$ cat config.mk
export PLATFORM = sky130hd
export DESIGN_NAME = fsi_top
export DESIGN_NICKNAME = d
export VERILOG_FILES = /design/src/fsi_pkg.sv /design/src/fsi_top.sv
export SDC_FILE = /design/constraint.sdc
export NUM_CORES = 1
export LEC_CHECK = 0
export BUFFER_PORTS_ARGS = -buffer_cell sky130_fd_sc_hd__buf_4
export CAP_MARGIN = 10
export CORE_ASPECT_RATIO = 0.9
export CORE_MARGIN = 1.5
export CORE_UTILIZATION = 59
export DETAILED_ROUTE_END_ITERATION = 10
export PLACE_DENSITY = 0.82
export SLEW_MARGIN = 20
export SYNTH_ARGS = -nofsm -noshare
export SYNTH_HDL_FRONTEND = slang
export SYNTH_SLANG_ARGS = --single-unit
$ cat constraint.sdc
create_clock -name CLOCK -period 9.4 [get_ports CLOCK]
set_clock_uncertainty 0.1 [all_clocks]
set_input_delay 2.35 -clock CLOCK [delete_from_list [all_inputs] [get_ports CLOCK]]
set_output_delay 2.35 -clock CLOCK [all_outputs]
set_load 0.05 [all_outputs]
$ cat src/fsi_pkg.sv
package fsi_pkg;

  // Selector codes on the access port.
  localparam logic [2:0] SEL_STATUS_ONE = 3'h0;
  localparam logic [2:0] SEL_STATUS_TWO = 3'h1;
  localparam logic [2:0] SEL_RX_INFO = 3'h2;
  localparam logic [2:0] SEL_HDLC_FLAG = 3'h3;
  localparam logic [2:0] SEL_SYNC_STATE = 3'h4;
  localparam logic [2:0] SEL_MASK_ONE = 3'h5;
  localparam logic [2:0] SEL_MASK_TWO = 3'h6;
  localparam logic [2:0] SEL_HDLC_MASK = 3'h7;

  // Index of each latched register and of each source byte.
  localparam logic [1:0] LAT_STATUS_ONE = 2'h0;
  localparam logic [1:0] LAT_STATUS_TWO = 2'h1;
  localparam logic [1:0] LAT_RX_INFO = 2'h2;
  localparam logic [1:0] LAT_HDLC_FLAG = 2'h3;
  localparam logic [2:0] SRC_SYNC_STATE = 3'h4;
  localparam int NUM_LATCHED = 4;
  localparam int NUM_SOURCES = 5;

  // Mask register indexes.
  localparam logic [1:0] MSK_ONE = 2'h0;
  localparam logic [1:0] MSK_TWO = 2'h1;
  localparam logic [1:0] MSK_HDLC = 2'h2;

  // Bit positions in status_reg_one.
  localparam int B_RX_SIG_ALL_ONES = 0;
  localparam int B_RX_DISTANT_MF_ALARM = 1;
  localparam int B_RX_SIG_ALL_ZEROS = 2;
  localparam int B_RX_SLIP_EVENT = 3;
  localparam int B_RX_UNFRAMED_ALL_ONES = 4;
  localparam int B_RX_REMOTE_ALARM = 5;
  localparam int B_RX_CARRIER_LOSS = 6;
  localparam int B_RX_SYNC_LOSS = 7;

  // Bit positions in status_reg_two.
  localparam int B_RX_MULTIFRAME_EVENT = 0;
  localparam int B_RX_ALIGN_FRAME_EVENT = 1;
  localparam int B_TX_MULTIFRAME_EVENT = 2;
  localparam int B_ONE_SECOND_TICK = 3;
  localparam int B_TX_ALIGN_FRAME_EVENT = 4;
  localparam int B_TX_CLOCK_LOSS = 5;
  localparam int B_RX_CRC_MULTIFRAME_EVENT = 6;
  localparam int B_TX_SLIP_EVENT = 7;

  typedef logic [7:0] fsi_byte_type;
  typedef fsi_byte_type [NUM_SOURCES-1:0] fsi_src_type;
  typedef fsi_byte_type [NUM_LATCHED-1:0] fsi_lat_type;

  // Level-type bits set whenever high; the others set on a rising edge.
  localparam fsi_lat_type LEVEL_MASK = {8'hff, 8'hff, 8'h00, 8'hf7};
  // Alarms in status_reg_one that interrupt on every change of state.
  localparam fsi_byte_type COS_MASK = 8'hf0;

  // One access on the control port.
  typedef struct packed {
    logic wr;
    logic rd;
    logic [2:0] sel;
    fsi_byte_type wdata;
  } fsi_acc_type;

  // Whole state of one framer's status logic.
  typedef struct packed {
    fsi_src_type s1;
    fsi_src_type s2;
    fsi_src_type prev;
    fsi_lat_type latch;
    fsi_lat_type copy;
    logic [NUM_LATCHED-1:0] armed;
    logic [NUM_LATCHED-1:0] rd_seen;
    fsi_byte_type cos;
    fsi_byte_type [2:0] mask;
    fsi_byte_type rdata;
    logic int_n;
  } fsi_state_type;

  localparam logic INT_IDLE = 1'b1;

endpackage

$ cat src/fsi_top.sv
`timescale 1ns/100ps
module fsi_top (
  input wire logic CLOCK,
  input wire logic SYS_RST,
  input wire fsi_pkg::fsi_src_type FLAG_IN,
  input wire fsi_pkg::fsi_acc_type ACCESS,
  output logic [7:0] REG_RDATA,
  output logic INT_N
);

  // One instance serves one framer, so no state is shared between framers.
  fsi_pkg::fsi_state_type st_reg;
  fsi_pkg::fsi_state_type st_next;
  fsi_pkg::fsi_lat_type set_vec;
  fsi_pkg::fsi_byte_type cos_chg;
  logic is_latched;
  logic [1:0] idx;

  // Gathers the interrupt requests of a state; the info register is left out.
  function automatic fsi_pkg::fsi_byte_type pending_of(
    input fsi_pkg::fsi_state_type s
  );
    fsi_pkg::fsi_byte_type p;
    p = ((s.latch[fsi_pkg::LAT_STATUS_ONE] & ~fsi_pkg::COS_MASK) | s.cos)
        & s.mask[fsi_pkg::MSK_ONE];
    p = p | (s.latch[fsi_pkg::LAT_STATUS_TWO] & s.mask[fsi_pkg::MSK_TWO]);
    p = p | (s.latch[fsi_pkg::LAT_HDLC_FLAG] & s.mask[fsi_pkg::MSK_HDLC]);
    return p;
  endfunction

  assign is_latched = (ACCESS.sel < fsi_pkg::SEL_SYNC_STATE);
  assign idx = ACCESS.sel[1:0];

  // Works out the next state from the synchronised flags and the access.
  always_comb begin
    st_next = st_reg;
    st_next.s1 = FLAG_IN;
    st_next.s2 = st_reg.s1;
    st_next.prev = st_reg.s2;
    // Level bits set while high, event bits on their rising edge.
    for (int i = 0; i < fsi_pkg::NUM_LATCHED; i++) begin
      set_vec[i] = (st_reg.s2[i] & fsi_pkg::LEVEL_MASK[i])
          | (st_reg.s2[i] & ~st_reg.prev[i] & ~fsi_pkg::LEVEL_MASK[i]);
      st_next.latch[i] = st_reg.latch[i] | set_vec[i];
    end
    cos_chg = (st_reg.s2[fsi_pkg::LAT_STATUS_ONE]
        ^ st_reg.prev[fsi_pkg::LAT_STATUS_ONE]) & fsi_pkg::COS_MASK;
    st_next.cos = st_reg.cos | cos_chg;
    if (ACCESS.wr && is_latched) begin
      if (st_reg.armed[idx] && st_reg.rd_seen[idx]) begin
        // Write-back clears only the ones written; a new set wins.
        st_next.latch[idx] = (st_reg.latch[idx] & ~ACCESS.wdata)
            | set_vec[idx];
        if (idx == fsi_pkg::LAT_STATUS_ONE) begin
          st_next.cos = (st_reg.cos & ~ACCESS.wdata) | cos_chg;
        end
        st_next.armed[idx] = 1'b0;
        st_next.rd_seen[idx] = 1'b0;
      end else begin
        // Mask write refreshes the selected bits of the readable copy.
        st_next.copy[idx] = (st_reg.latch[idx] & ACCESS.wdata)
            | (st_reg.copy[idx] & ~ACCESS.wdata);
        st_next.armed[idx] = 1'b1;
        st_next.rd_seen[idx] = 1'b0;
      end
    end else if (ACCESS.wr) begin
      case (ACCESS.sel)
        fsi_pkg::SEL_MASK_ONE: begin
          st_next.mask[fsi_pkg::MSK_ONE] = ACCESS.wdata;
        end
        fsi_pkg::SEL_MASK_TWO: begin
          st_next.mask[fsi_pkg::MSK_TWO] = ACCESS.wdata;
        end
        fsi_pkg::SEL_HDLC_MASK: begin
          st_next.mask[fsi_pkg::MSK_HDLC] = ACCESS.wdata;
        end
        default: begin
          st_next.rdata = st_reg.rdata;
        end
      endcase
    end
    // A read answers one cycle later from the copy, masks or live state.
    if (ACCESS.rd) begin
      case (ACCESS.sel)
        fsi_pkg::SEL_SYNC_STATE: begin
          st_next.rdata = st_reg.s2[fsi_pkg::SRC_SYNC_STATE];
        end
        fsi_pkg::SEL_MASK_ONE: begin
          st_next.rdata = st_reg.mask[fsi_pkg::MSK_ONE];
        end
        fsi_pkg::SEL_MASK_TWO: begin
          st_next.rdata = st_reg.mask[fsi_pkg::MSK_TWO];
        end
        fsi_pkg::SEL_HDLC_MASK: begin
          st_next.rdata = st_reg.mask[fsi_pkg::MSK_HDLC];
        end
        default: begin
          st_next.rdata = st_reg.copy[idx];
          if (st_reg.armed[idx] && !(ACCESS.wr && is_latched)) begin
            st_next.rd_seen[idx] = 1'b1;
          end
        end
      endcase
    end
    st_next.int_n = ~(|pending_of(st_next));
  end

  // Registers the whole state.
  always_ff @(posedge CLOCK or posedge SYS_RST) begin
    if (SYS_RST) begin
      st_reg <= fsi_pkg::fsi_state_type'(fsi_pkg::INT_IDLE);
    end else begin
      st_reg <= st_next;
    end
  end

  assign REG_RDATA = st_reg.rdata;
  assign INT_N = st_reg.int_n;
endmodule

## After elaboration in Yosys (flattened, before gate mapping)

Cells that the tools add are included.

| word-level totals | value |
|---|---|
| register bits after elaboration | 209 |
| bits of input ports | 55 |
| logic and storage cells | 108 |

| cells by class | value |
|---|---|
| magnitude comparators | 3 |
| eq/ne operators | 4 |
| muxes and demuxes | 32 |
| bitwise gates (word level) | 32 |
| reduce and logical (&&, ||, !) cells | 9 |

Operators by type and width:

| kind | number |
|---|---|
| $mux 32 | 4 |
| $mux 8 | 11 |
| $mux 80 | 1 |
| $or 8x8->8 | 10 |
| $and 8x8->8 | 8 |
| $bwmux 32 | 2 |
| $bmux 8 s2 | 3 |
| $pmux 8 s4 | 1 |
| $demux 8 s2 | 1 |
| $not 8->8 | 2 |
| $and 4x4->4 | 3 |
| $eq 3x3->1 const B | 4 |
| $mux 4 | 3 |
| $not 4->4 | 2 |
| $or 4x4->4 | 2 |
| $or 4x8->8 | 1 |
| $or 8x4->8 | 1 |
| $reduce_or 8->1 | 1 |
| $xor 8x8->8 | 1 |
| $bmux 1 s2 | 2 |
| $logic_and 1x1->1 | 4 |
| $reduce_or 4->1 | 1 |
| $lt 2x3->1 const B | 1 |
| $lt 3x3->1 const B | 1 |
| other kinds (7) | 10 |

## Longest topological paths before layout

| depth | value |
|---|---|
| depth in word-level cells | 15 |
| mapped depth | 10 |
| mapped depth without buffers | 7 |

## Least setup slack after synthesis

Ideal clock, no wire load.

| timing | value |
|---|---|
| kind | input port to flip-flop |
| start | in ACCESS[10] (netlist bit) |
| end | reg st_reg (netlist bit INT_N) |
| library setup time | 75 ps |
| data arrival time | 4365 ps |
| slack | 4860 ps |
| stages on the path | 8 |
| path buffers | 3 |
| path through | buf_2 > or4b_1 > buf_2 > or2_0 > buf_2 > o311a_1 > or4_1 > nor3_2 |

RTL lines:

| element | line | source |
|---|---|---|
| start: declaration | fsi_top.sv:6 | `input wire fsi_pkg::fsi_acc_type ACCESS,` |
| end signal: assignment | fsi_top.sv:111 | `st_reg <= fsi_pkg::fsi_state_type'(fsi_pkg::INT_IDLE);` |
| end signal: assignment | fsi_top.sv:113 | `st_reg <= st_next;` |
| end: declaration | fsi_top.sv:12 | `fsi_pkg::fsi_state_type st_reg;` |

==> impl_metrics.env <==
export IMPL_drv_slew=0
export IMPL_area_delta_synth_final_pct=14.8
export IMPL_synthXorXnorAreaFrac=0.00429
export IMPL_pre_cts_ws_ps=3750
export IMPL_cts_tree="built"
export IMPL_clock_latency_ps=500
export IMPL_die_w_um=127
export IMPL_grt_start_max_net_pins=121
export IMPL_synth_seq_cells=206
export IMPL_fillCellCount=938
export IMPL_path_class="in -> reg"
export IMPL_cts_sinks=206
export IMPL_netlist_top_cell_by_area="dfrtp_1"
export IMPL_hold_violations=0
export IMPL_synth_compound_area_frac=0.108
export IMPL_clk_pin_slew_ps=60
export IMPL_cp_start_kind="input port"
export IMPL_ys_types=52
export IMPL_die_area_sq_mm=0.0146
export IMPL_initial_core_util=0.609
export IMPL_leakagePower_nw=3.92
export IMPL_worst_slew_pin_transition_ps=1160
export IMPL_vias=5482
export IMPL_synthSimpleGateAreaFrac=0.103
export IMPL_holdBufCountCts=0
export IMPL_synth_edf_count=0
export IMPL_yosysWarningCount=0
export IMPL_synth_cell_area_sq_mm=0.00817
export IMPL_design_portCount=64
export IMPL_fin_nets=758
export IMPL_grt_pass1_vias=5551
export IMPL_yosys_top_cells_area="dfrtp_1, mux4_2, mux2i_1, a21oi_1, nor2_1"
export IMPL_numCtsBuffers=21
export IMPL_hold_depth=0
export IMPL_max_slew_margin_rel=0.225
export IMPL_fin_area_sq_mm=0.00939
export IMPL_setup_viol=0
export IMPL_drive_above_1_share=0.212
export IMPL_synth_async_reset_ratio=1.00
export IMPL_rsz0062_at_grt="false"
export IMPL_postCtsSetupRepairBufs=0
export IMPL_viasPerCell=6.19
export IMPL_fmax_mhz=194
export IMPL_synth_fp_nets=710
export IMPL_p_per_area_mw_per_mm2=237
export IMPL_rows=40
export IMPL_dr_pass1_iters=8
export IMPL_worstPathMaxFanout=68
export IMPL_grt_pass1_wl_um=29200
export IMPL_routabilityCongestion=0.893
export IMPL_cp_data_required_time_ps=9720
export IMPL_timing_final_crit_share=0.550
export IMPL_hp_class="reg -> reg"
export IMPL_avgRoutedWirePerCell_um=20.1
export IMPL_htreeDepth=1
export IMPL_grt_ovfl_total=0
export IMPL_die_y_um=115
export IMPL_drv_cap=0
export IMPL_drt_iter0_drc=572
export IMPL_ys_seq_area_frac=0.631
export IMPL_cp_end_kind="register"
export IMPL_period_minus_slack_ps=5170
export IMPL_clk_path_buf_depth=3
export IMPL_antenna_found_initial=0
export IMPL_status="complete, no violations"
export IMPL_core_sq_mm=0.0134
export IMPL_syn_avg_cell_area_sq_um=12.5
export IMPL_tns_ps=0
export IMPL_cts_resized_gates=0
export IMPL_yosysTopAreaCellShare=0.628
export IMPL_setup_ws_ps=4230
export IMPL_synth_top_family_by_area="multiplexers"
export IMPL_portBuffers=63
export IMPL_root_buffer="clkbuf_16"
export IMPL_worstRegToRegCells=6
export IMPL_antenna_cells=0
export IMPL_arrival_ps=5490
export IMPL_ir_drop_mv=0.179
export IMPL_routed_wl_um=17800
export IMPL_syn_inst=655
export IMPL_synthAdderAreaFrac=0
export IMPL_placed_cell_area_sq_mm=0.00868
export IMPL_dp_hpwl_um=11700
export IMPL_route_detailed_drc=0
export IMPL_synth_mux_area_fraction=0.126
export IMPL_ant_nets=0
export IMPL_ys_flop_type="dfrtp_1"
export IMPL_grtUsageTotal=0.260
-- cell usage after synthesis (8+ instances only) --
library cell / number
nor2b_1: 10
o21ai_0: 45
buf_4: 8
clkbuf_1: 15
nor2_1: 66
a21oi_1: 57
inv_1: 10
mux4_2: 20
buf_2: 13
mux2_2: 21
dfrtp_1: 205
mux2i_1: 34
nor3_1: 16
or3b_2: 8
nand2_1: 37
-- cells by family (layout without fill, tap and decap cells) --
group | Yosys count | in the layout
xor gates and xnor gates | 4 | 4
AOI/OAI and AO/OA | 148 | 148
and+or+nand+nor | 172 | 172
buffers and inverters | 50 | 113
DFF | 206 | 206
muxes | 75 | 75
-- worst max-delay path, cell delays in order --
cell and delay (ps):
buf_4 360, or4b_1 750, nor2_1 760, a21boi_1 230
o311a_1 330, or4_1 500, nor3_2 170
-- layout make-up --
type	instances	area, sq um	area share
Clock buffer	30	599	0.0638
Clock inverter	8	96.3	0.0103
Inverter	10	45.0	0.00480
Multi-Input combinational cell	399	2790	0.297
Sequential cell	206	5160	0.549
Tap cell	168	210	0.0224
Timing Repair Buffer	65	492	0.0524
-- layer usage --
| layer | up-vias | global-route usage | part of all wire |
|---|---|---|---|
| li1 | 2436 | - | - |
| met1 | 2755 | 0.367 | 0.43 |
| met2 | 243 | 0.402 | 0.46 |
| met3 | 48 | 0.0626 | 0.074 |
| met4 | 0 | 0.0886 | 0.031 |
| met5 | - | 0 | 0 |
-- cells in the final DEF, fill, tap and decap left out, types with 10 or more instances in the layout --
master       n
o21ai_0     45
mux2_2      21
nand2_1     37
mux2i_1     34
nor2_1      64
buf_4       64
nor2b_1     10
nor3_1      16
mux4_2      20
dfrtp_1    205
a21oi_1     57
clkbuf_16   21
-- final timing paths --
kind,from,end,slack (ps)
max,ACCESS[9],INT_N$_DFF_PP1_,4230
min,st_next[181]$_DFF_PP0_,set_vec[28]$_DFF_PP0_,240
max reg2reg,st_reg[41]$_DFF_PP0_,INT_N$_DFF_PP1_,6740
min reg2reg,st_next[181]$_DFF_PP0_,set_vec[28]$_DFF_PP0_,240
max in group asynchronous,SYS_RST,st_next[164]$_DFF_PP0_,6030
min in group asynchronous,SYS_RST,st_next[157]$_DFF_PP0_,1900
-- power by group --
part | leakage (nW) | switching, mW | internal, mW
Combinational | 1.30 | 0.196 | 0.143
Sequential | 2.27 | 0.0650 | 0.999
Clock | 0.342 | 0.326 | 0.500
-- metrics by stage --
step / power, mW / utilization / hold slack, ps / cells
after global routing: 2.33 / 0.700 / 251 / 886
after floorplan: 1.31 / - / 231 / 655
after detailed placement: 1.41 / 0.647 / 235 / 848
after global placement: 1.39 / 0.647 / 231 / 848
after CTS: 2.24 / 0.699 / 247 / 886
final: 2.23 / 0.700 / 245 / 886
Note: power is estimated with default switching activity, not from simulation.
